<file path="src/cds_pkg.sv">
// Package: shared constants and types of the sampling readout sequencer
package cds_pkg;
  localparam int CDS_DATA_W = 16;
  localparam int CDS_OFS_W = 9;
  localparam int CDS_GAIN_W = 6;
  localparam int CDS_LATENCY = 3;
  localparam int CDS_FIFO_DEPTH = 8;
  // Register byte offsets
  localparam logic [11:0] CDS_OFS_CFG = 12'h000;
  localparam logic [11:0] CDS_OFS_MUX = 12'h004;
  localparam logic [11:0] CDS_OFS_GAIN0 = 12'h008;
  localparam logic [11:0] CDS_OFS_OFFS0 = 12'h018;
  localparam logic [11:0] CDS_OFS_STAT = 12'h028;
  localparam logic [11:0] CDS_OFS_SAMP = 12'h02C;
  // Configuration fields
  localparam int CDS_CFG_POWER = 0;
  localparam int CDS_CFG_SHA = 3;
  localparam int CDS_CFG_ONEBYTE = 4;
  localparam int CDS_CFG_SINGLE = 6;
  localparam int CDS_MUX_REV = 4;
  localparam logic [8:0] CDS_CFG_RST = 9'h000;
  localparam logic [8:0] CDS_MUX_RST = 9'h000;
  localparam logic [31:0] CDS_ERR_WORD = 32'hDEAD_0BAD;
  typedef enum logic [2:0] {
    CDS_IDLE = 3'b001,
    CDS_CONV = 3'b010,
    CDS_DONE = 3'b100
  } cds_state_t;
endpackage : cds_pkg

</file>
<file path="src/cds_fifo_if.sv">
// Interface: stream between the sequencer and its result FIFO
`timescale 1ns/10ps
interface cds_fifo_if #(parameter int W = 16) ();
  logic in_valid;
  logic in_ready;
  logic [W-1:0] in_data;
  logic out_valid;
  logic out_ready;
  logic [W-1:0] out_data;
  modport fifo (input in_valid, input in_data, output in_ready,
                output out_valid, output out_data, input out_ready);
  modport user (output in_valid, output in_data, input in_ready,
                input out_valid, input out_data, output out_ready);
endinterface : cds_fifo_if

</file>
<file path="src/cds_fifo.sv">
// Module: result FIFO with valid/ready on both sides
`timescale 1ns/10ps
module cds_fifo #(
  parameter int W = 16,
  parameter int DEPTH = 8
) (
  input wire logic clk,
  input wire logic rst,
  input wire logic ce,
  cds_fifo_if.fifo f
);
  localparam int AW = $clog2(DEPTH);
  logic [W-1:0] mem [DEPTH];
  logic [AW-1:0] wp_r;
  logic [AW-1:0] rp_r;
  logic [AW:0] cnt_r;
  wire push = f.in_valid && f.in_ready;
  wire pop = f.out_valid && f.out_ready;
  // Room left while the count is below the depth
  assign f.in_ready = (cnt_r < (AW+1)'(DEPTH));
  assign f.out_valid = (cnt_r != '0);
  assign f.out_data = mem[rp_r];
  // Pointers and fill count
  always_ff @(posedge clk or posedge rst) begin
    if (rst) begin
      wp_r <= '0;
      rp_r <= '0;
      cnt_r <= '0;
    end else if (ce) begin
      if (push) wp_r <= (wp_r == AW'(DEPTH-1)) ? '0 : wp_r + 1'b1;
      if (pop) rp_r <= (rp_r == AW'(DEPTH-1)) ? '0 : rp_r + 1'b1;
      cnt_r <= cnt_r + (AW+1)'(push) - (AW+1)'(pop);
    end
  end
  // Storage, no reset needed
  always_ff @(posedge clk) begin
    if (ce && push) mem[wp_r] <= f.in_data;
  end
endmodule : cds_fifo

</file>
<file path="src/cds_seq.sv">
// Module: four-channel sampling and readout sequencer with APB registers
// Function
// - CDS: reference captured on reference clock fall
// - CDS: data on data clock fall, difference
// - Four-channel: sample together, convert on falls
// - Result on bus three conversion cycles later
// - SHA: sample every channel on data fall
// - Input clamp disabled in SHA mode
// - Mux order from mux configuration register
// - Single-channel: mux stationary, one channel only
// - Four/single channel, CDS/SHA, register selected
// - Per-channel offset and gain applied
// - High byte bits 15-8, low byte 7-0
// - Mode bit low CDS, high SHA
// - Two-byte: MSB after rise, LSB after fall
// - Data clock pulse restarts mux at first
// - Single channel picked by mux bits 3 to 1
`timescale 1ns/10ps
module cds_seq
  import cds_pkg::*;
#(
  parameter int CH = 4
) (
  input wire logic clk,
  input wire logic rst,
  input wire logic ce,
  input wire logic psel,
  input wire logic penable,
  input wire logic pwrite,
  input wire logic [11:0] paddr,
  input wire logic [31:0] pwdata,
  output logic [31:0] prdata,
  output logic pready,
  output logic pslverr,
  input wire logic reference_sample_clock,
  input wire logic data_sample_clock,
  input wire logic conversion_clock,
  input wire logic [CDS_DATA_W-1:0] chan_in [CH],
  output logic [7:0] out_bus,
  output logic out_valid,
  output logic clamp_enable,
  output logic fifo_overflow
);
  ////////////////////////////////////////////////////////////////////////
  // Pin synchronisers
  logic [2:0] pin_s1_r;
  logic [2:0] pin_s2_r;
  logic [2:0] pin_d_r;
  always_ff @(posedge clk or posedge rst) begin
    if (rst) begin
      pin_s1_r <= '0;
      pin_s2_r <= '0;
      pin_d_r <= '0;
    end else if (ce) begin
      pin_s1_r <= {conversion_clock, data_sample_clock, reference_sample_clock};
      pin_s2_r <= pin_s1_r;
      pin_d_r <= pin_s2_r;
    end
  end
  // Edge detect between the second and third stages
  wire ref_fall = pin_d_r[0] && !pin_s2_r[0];
  wire dat_fall = pin_d_r[1] && !pin_s2_r[1];
  wire cnv_fall = pin_d_r[2] && !pin_s2_r[2];
  wire cnv_rise = !pin_d_r[2] && pin_s2_r[2];

  ////////////////////////////////////////////////////////////////////////
  // Registers
  logic [8:0] cfg_r;
  logic [8:0] mux_r;
  logic [CDS_GAIN_W-1:0] gain_r [CH];
  logic [CDS_OFS_W-1:0] offs_r [CH];
  logic [31:0] samples_r;
  cds_state_t st_r;
  cds_state_t st_nxt;
  wire [2:0] state_bits = st_r;
  wire sha_mode = cfg_r[CDS_CFG_SHA];
  wire single_mode = cfg_r[CDS_CFG_SINGLE];
  wire one_byte = cfg_r[CDS_CFG_ONEBYTE];
  wire powered = cfg_r[CDS_CFG_POWER];
  wire rev_order = mux_r[CDS_MUX_REV];

  // APB decode, zero wait states
  wire apb_acc = psel && penable;
  wire apb_wr = apb_acc && pwrite;
  wire in_gain = paddr >= CDS_OFS_GAIN0 && paddr < CDS_OFS_OFFS0;
  wire in_offs = paddr >= CDS_OFS_OFFS0 && paddr < CDS_OFS_STAT;
  wire [1:0] gidx = 2'((paddr - CDS_OFS_GAIN0) >> 2);
  wire [1:0] oidx = 2'((paddr - CDS_OFS_OFFS0) >> 2);
  wire mapped = paddr[1:0] == 2'b00 && (paddr == CDS_OFS_CFG || paddr == CDS_OFS_MUX
    || in_gain || in_offs || paddr == CDS_OFS_STAT || paddr == CDS_OFS_SAMP);
  logic [31:0] rd_mux;
  always_comb begin
    rd_mux = CDS_ERR_WORD;
    if (paddr == CDS_OFS_CFG) rd_mux = {23'h0, cfg_r};
    else if (paddr == CDS_OFS_MUX) rd_mux = {23'h0, mux_r};
    else if (in_gain) rd_mux = {26'h0, gain_r[gidx]};
    else if (in_offs) rd_mux = {23'h0, offs_r[oidx]};
    else if (paddr == CDS_OFS_STAT) rd_mux = {28'h0, state_bits, fifo_overflow};
    else if (paddr == CDS_OFS_SAMP) rd_mux = samples_r;
  end

  // Register writes; reserved bits stored as written
  always_ff @(posedge clk or posedge rst) begin
    if (rst) begin
      cfg_r <= CDS_CFG_RST;
      mux_r <= CDS_MUX_RST;
      for (int i = 0; i < CH; i++) begin
        gain_r[i] <= '0;
        offs_r[i] <= '0;
      end
    end else if (ce && apb_wr && mapped) begin
      if (paddr == CDS_OFS_CFG) cfg_r <= pwdata[8:0];
      if (paddr == CDS_OFS_MUX) mux_r <= pwdata[8:0];
      if (in_gain) gain_r[gidx] <= pwdata[CDS_GAIN_W-1:0];
      if (in_offs) offs_r[oidx] <= pwdata[CDS_OFS_W-1:0];
    end
  end

  // APB answer registered, pready high from the first access cycle
  always_ff @(posedge clk or posedge rst) begin
    if (rst) begin
      prdata <= '0;
      pready <= 1'b0;
      pslverr <= 1'b0;
    end else if (ce) begin
      pready <= psel && !penable;
      pslverr <= psel && !penable && !mapped;
      prdata <= (psel && !penable && !pwrite && mapped) ? rd_mux : 32'h0;
    end
  end

  ////////////////////////////////////////////////////////////////////////
  // Front end sampling: all channels held together
  logic [CDS_DATA_W-1:0] refl_r [CH];
  logic [CDS_DATA_W-1:0] held_r [CH];
  genvar g;
  generate
    for (g = 0; g < CH; g++) begin : g_fe
      always_ff @(posedge clk or posedge rst) begin
        if (rst) begin
          refl_r[g] <= '0;
          held_r[g] <= '0;
        end else if (ce && powered) begin
          if (ref_fall && !sha_mode) refl_r[g] <= chan_in[g];
          if (dat_fall) held_r[g] <= sha_mode ? chan_in[g]
            : chan_in[g] - refl_r[g];
        end
      end
    end
  endgenerate

  // Offset (sign magnitude) then gain (1 + code/64 approx)
  function automatic logic [CDS_DATA_W-1:0] cds_cond(
    input logic [CDS_DATA_W-1:0] v,
    input logic [CDS_OFS_W-1:0] ofs,
    input logic [CDS_GAIN_W-1:0] gn);
    logic [CDS_DATA_W+1:0] s;
    logic [CDS_DATA_W+8:0] p;
    s = ofs[CDS_OFS_W-1] ? {2'b00, v} - {10'h0, ofs[7:0]} : {2'b00, v} + {10'h0, ofs[7:0]};
    if (s[CDS_DATA_W+1]) s = '0;
    else if (s[CDS_DATA_W]) s = {2'b00, {CDS_DATA_W{1'b1}}};
    p = {7'h0, s} * 25'(7'd64 + {1'b0, gn});
    p = p >> 6;
    cds_cond = (p[CDS_DATA_W+8:CDS_DATA_W] != '0) ? {CDS_DATA_W{1'b1}} : p[CDS_DATA_W-1:0];
  endfunction : cds_cond

  ////////////////////////////////////////////////////////////////////////
  // Multiplexer sequencing
  logic [1:0] slot_r;
  // First channel of a single-channel selection, A highest priority
  wire [1:0] single_ch = mux_r[3] ? 2'd0 : mux_r[2] ? 2'd1 : mux_r[1] ? 2'd2 : 2'd3;
  wire [1:0] first_ch = rev_order ? 2'd3 : 2'd0;
  wire [1:0] cur_ch = single_mode ? single_ch
    : (rev_order ? 2'd3 - slot_r : slot_r);
  // Only inside a pixel; extra conversion edges after the last slot are idle
  wire conv_now = cnv_fall && st_r == CDS_CONV && powered;
  wire last_slot = single_mode || slot_r == 2'd3;
  always_comb begin
    st_nxt = st_r;
    unique case (st_r)
      CDS_IDLE: if (dat_fall && powered) st_nxt = CDS_CONV;
      CDS_CONV: if (conv_now && last_slot) st_nxt = CDS_DONE;
      CDS_DONE: if (dat_fall) st_nxt = CDS_CONV;
    endcase
  end
  always_ff @(posedge clk or posedge rst) begin
    if (rst) begin
      st_r <= CDS_IDLE;
      slot_r <= '0;
    end else if (ce) begin
      st_r <= st_nxt;
      if (dat_fall) slot_r <= '0;
      else if (conv_now && !single_mode) slot_r <= slot_r + 2'd1;
    end
  end

  ////////////////////////////////////////////////////////////////////////
  // Three-cycle pipeline, shifted on conversion falls
  logic [CDS_DATA_W-1:0] pipe_r [CDS_LATENCY];
  logic [CDS_LATENCY-1:0] pv_r;
  always_ff @(posedge clk or posedge rst) begin
    if (rst) begin
      for (int i = 0; i < CDS_LATENCY; i++) pipe_r[i] <= '0;
      pv_r <= '0;
    end else if (ce && cnv_fall) begin
      pipe_r[0] <= cds_cond(held_r[cur_ch], offs_r[cur_ch], gain_r[cur_ch]);
      pv_r[0] <= conv_now;
      for (int i = 1; i < CDS_LATENCY; i++) begin
        pipe_r[i] <= pipe_r[i-1];
        pv_r[i] <= pv_r[i-1];
      end
    end
  end

  // Elastic buffer between pipeline and pins
  cds_fifo_if #(.W(CDS_DATA_W)) fq ();
  cds_fifo #(.W(CDS_DATA_W), .DEPTH(CDS_FIFO_DEPTH)) u_fifo (
    .clk(clk),
    .rst(rst),
    .ce(ce),
    .f(fq)
  );
  wire emit = cnv_fall && pv_r[CDS_LATENCY-1];
  assign fq.in_valid = emit;
  assign fq.in_data = pipe_r[CDS_LATENCY-1];
  // Pins drain one word per conversion rise; stalls when empty
  logic low_pend_r;
  logic [7:0] low_r;
  assign fq.out_ready = cnv_rise && !low_pend_r;

  ////////////////////////////////////////////////////////////////////////
  // Output bus and status
  always_ff @(posedge clk or posedge rst) begin
    if (rst) begin
      out_bus <= '0;
      out_valid <= 1'b0;
      low_pend_r <= 1'b0;
      low_r <= '0;
      clamp_enable <= 1'b1;
      fifo_overflow <= 1'b0;
      samples_r <= '0;
    end else if (ce) begin
      clamp_enable <= !sha_mode;
      if (emit && !fq.in_ready) fifo_overflow <= 1'b1;
      else if (apb_wr && paddr == CDS_OFS_STAT && pwdata[0]) fifo_overflow <= 1'b0;
      if (fq.out_valid && fq.out_ready) begin
        out_bus <= fq.out_data[15:8];
        low_r <= fq.out_data[7:0];
        low_pend_r <= !one_byte;
        out_valid <= 1'b1;
        samples_r <= samples_r + 32'd1;
      end else if (cnv_fall && low_pend_r) begin
        out_bus <= low_r;
        low_pend_r <= 1'b0;
      end else if (cnv_rise) begin
        out_valid <= 1'b0;
      end
    end
  end
endmodule : cds_seq

</file>
<file path="config.mk">
export PLATFORM = sky130hd
export DESIGN_NAME = cds_seq
export DESIGN_NICKNAME = d
export VERILOG_FILES = /design/src/cds_pkg.sv /design/src/cds_fifo_if.sv /design/src/cds_fifo.sv /design/src/cds_seq.sv
export SDC_FILE = /design/constraint.sdc
export NUM_CORES = 1
export LEC_CHECK = 0
export ABC_AREA = 1
export BUFFER_PORTS_ARGS = -buffer_cell sky130_fd_sc_hd__buf_2
export CAP_MARGIN = 40
export CORE_ASPECT_RATIO = 0.5
export CORE_MARGIN = 3
export CORE_UTILIZATION = 54
export CTS_CLUSTER_DIAMETER = 100
export DETAILED_ROUTE_END_ITERATION = 12
export MAX_ROUTING_LAYER = met4
export PLACE_DENSITY = 0.83
export REMOVE_ABC_BUFFERS = 1
export SYNTH_ARGS = -nofsm -noshare
export SYNTH_HDL_FRONTEND = slang
export SYNTH_SLANG_ARGS = --single-unit
</file>
<file path="constraint.sdc">
create_clock -name clk -period 17.6 [get_ports clk]
set_clock_uncertainty 0.1 [all_clocks]
set_input_delay 3.52 -clock clk [delete_from_list [all_inputs] [get_ports clk]]
set_output_delay 3.52 -clock clk [all_outputs]
set_load 0.03 [all_outputs]
</file>
==> metrics.yaml <==
cells_and_area:
  n_antenna_cell: 0
  nets: 3871
  area_growth_pct: 10.84
  drive_gt1_frac: 0.09429
cts:
  htree_levels: 2
  path_clk_slew_ns: 0.07
  clk_latency_ns: 0.59
  clock_path_buffers: 3
  clockRootBuffer: "clkbuf_16"
  post_cts.repair.setup_buffers: 0
  postCtsHoldBufs: 0
  cts_buffers: 46
  cts.repair.resized: 0
  cts_tree: "yes"
  cts.sinks: 495
floorplanning:
  io_pins: 162
  die_h_um: 170.1
  start_util: 0.5526
  fp.coreArea_sq_um: 52630
  die_w_um: 334.2
  dieArea_sq_um: 56850
  std_cell_rows: 59
routing:
  wl_mm: 72.69
  drt-wirelength-per-cell_um: 17.00
  first_iter_violations: 2549
  vias: 24130
  drtPass1Iterations: 6
  drc: 0
  vias_per_cell: 5.644
  ant_nets: 0
yosys:
  synthMuxAreaShare: 0.008259
  synth_cell_types: 60
  synth_area_leaders: "dfrtp_1, edfxtp_1, nand2_1"
  synth.most_common_cell: "nand2_1"
  ys_ff_latch: 495
  synthAdderAreaFrac: 0.1130
  yosys.area.top_type: "dfrtp_1"
  synth_warnings: 0
  yosysTopAreaCellShare: 0.3140
  synth_compound_area_frac: 0.1527
  synth_top_family_by_area: "simple AND/OR/NAND/NOR gates"
  syn_avg_cell_area_sq_um: 8.458
  ys_seq_area_frac: 0.4480
  syn_area_sq_um: 29090
  synth_xor_area_frac: 0.02439
  async_reset_ff_frac: 0.7414
  syn_inst: 3439
  synth_ff_type: "dfrtp_1"
  synthTopCellsByCount: "nand2_1, inv_1, o21ai_0"
  synth-edff-count: 128
  synthSimpleGateAreaFrac: 0.1735
timing:
  slew_headroom: 0.3781
  setup_viol: 0
  period_needed_ns: 10.05
  finalCritPeriodShare: 0.5709
  hold_viol: 0
  grt_setup_unrepaired: "no"
  finalMaxSlewViolations: 0
  worst_pin_slew_ns: 0.9328
  tns_ns: 0
  timing.fmax_mhz: 99.52
global_route:
  overflow: 0
  antenna_found_initial: 0
  grt_start_max_net_pins: 111
  grt_pass1_vias: 24070
  grt_pass1_wl_mm: 119.5
  grt_usage: 0.2640
flow_run:
  cap_violations: 0
worst_hold_path:
  hold_path.class: "reg2reg"
worst_setup_path:
  worstSetupEndpointType: "register"
  worstPathRequired_ns: 17.95
  crit_type: "reg2reg"
  max_stage_delay_ns: 0.66
  cp_common_cell: "inv_1"
  cp-start-kind: "register"
  arrival_ns: 10.40
  slowest_stage: "nand2_4"
  cp_max_fo: 70
placed_design:
  dp_hpwl_mm: 50.18
  globalplace.congestion: 0.9037
  io_buffers: 138
outcome:
  run_status: "completed"
==> through the flow <==
| step | setup WS (ns) | area, sq um | instances | util | hold WS [ns] |
|---|---|---|---|---|---|
| after floorplan | 3.795 | 28570 | 3314 | - | 0.3422 |
| after global placement | 7.860 | 30390 | 4177 | 0.5774 | 0.3546 |
| after detailed placement | 7.711 | 30630 | 4190 | 0.5819 | 0.3580 |
| after CTS | 7.644 | 32240 | 4275 | 0.6125 | 0.3738 |
| after global routing | 6.825 | 32240 | 4275 | 0.6125 | 0.3968 |
| final | 7.551 | 32240 | 4275 | 0.6125 | 0.3724 |
==> sequential cells by signal (all words and copies together), names as in the netlist, 4 cells and up <==
signal and flops:
u_fifo.mem 128, refl_r 64, u_fifo.cnt_r 4, fq.in_data 16, offs_r 36, mux_r 9, held_r 64, out_bus 8
low_r 8, cfg_r 9, samples_r 32, pipe_r 32, prdata 32, gain_r 24
==> final timing paths <==
| check | from | end | depth (start not counted) | slack, ns |
|---|---|---|---|---|
| worst max-delay path | cfg_r[6] | pipe_r[36] | 37 | 7.55 |
| worst min-delay path | pipe_r[37] | pipe_r[21] | 2 | 0.37 |
| worst max register to register | cfg_r[6] | pipe_r[36] | 37 | 7.55 |
| worst min register to register | pipe_r[37] | pipe_r[21] | 2 | 0.37 |
| max in group asynchronous | rst | refl_r[58] | 7 | 12.33 |
| min in group asynchronous | rst | prdata[9] | 2 | 2.80 |
==> layout by cell type (no fill, tap or decap), types with 8 or more instances in the layout <==
master,Yosys,final
nor2_1,381,375
a32o_1,8,8
inv_1,468,466
o32ai_1,8,8
xnor2_1,20,20
inv_2,11,12
fa_1,76,76
edfxtp_1,128,128
buf_8,1,8
nand2_2,15,15
o211ai_1,16,16
or2_2,18,18
a21oi_1,186,186
buf_2,3,138
o22ai_1,44,44
o21ai_0,390,390
o221ai_1,22,22
clkbuf_16,0,46
o21ai_1,19,19
xor2_1,61,61
a31oi_1,21,21
clkinv_2,0,11
nand3b_1,8,8
nand2_1,641,641
nand3_1,105,105
ha_1,141,141
nor3_1,23,19
mux2i_1,24,24
buf_4,1,24
dfrtp_1,365,363
a32oi_1,13,13
==> kinds of logic (layout without fill, tap and decap cells) <==
logic type | count (synthesis) | after routing
multiplexers | 24 | 24
adder cells (fa/ha/maj) | 217 | 217
XOR/XNOR | 81 | 81
AO/OA/AOI/OAI | 786 | 786
flip-flops | 495 | 495
AND/OR/NAND/NOR | 1227 | 1227
buffers and inverters | 609 | 744
==> worst max-delay path: cells and delay by family, from the launching register on <==
family	cells	cell delay, ns
AO/OA/AOI/OAI	11	2.69
adder cells (fa/ha/maj)	6	2.81
buffers and inverters	8	1.33
flip-flops	1	0.47
AND/OR/NAND/NOR	12	2.46
==> routing by layer <==
metal / track usage / vias to the layer above / share of wire
met3: 0.03687 / 180 / 0.067
met5: - / - / 0
li1: - / 11540 / -
met2: 0.4443 / 917 / 0.48
met1: 0.3312 / 11490 / 0.42
met4: 0.09105 / 0 / 0.032
==> final cells by class <==
class	count	area [sq um]
inverter	484	1824
clock inverter	25	340.3
clock buffer	60	1274
fill	4291	20390
sequential	495	13030
timing repair buffer	175	1105
tap	701	877.1
multi-input combinational	2335	13790
Power is not shown: default switching activity piles up to over one toggle a cycle in this logic, so the estimate is an artifact.
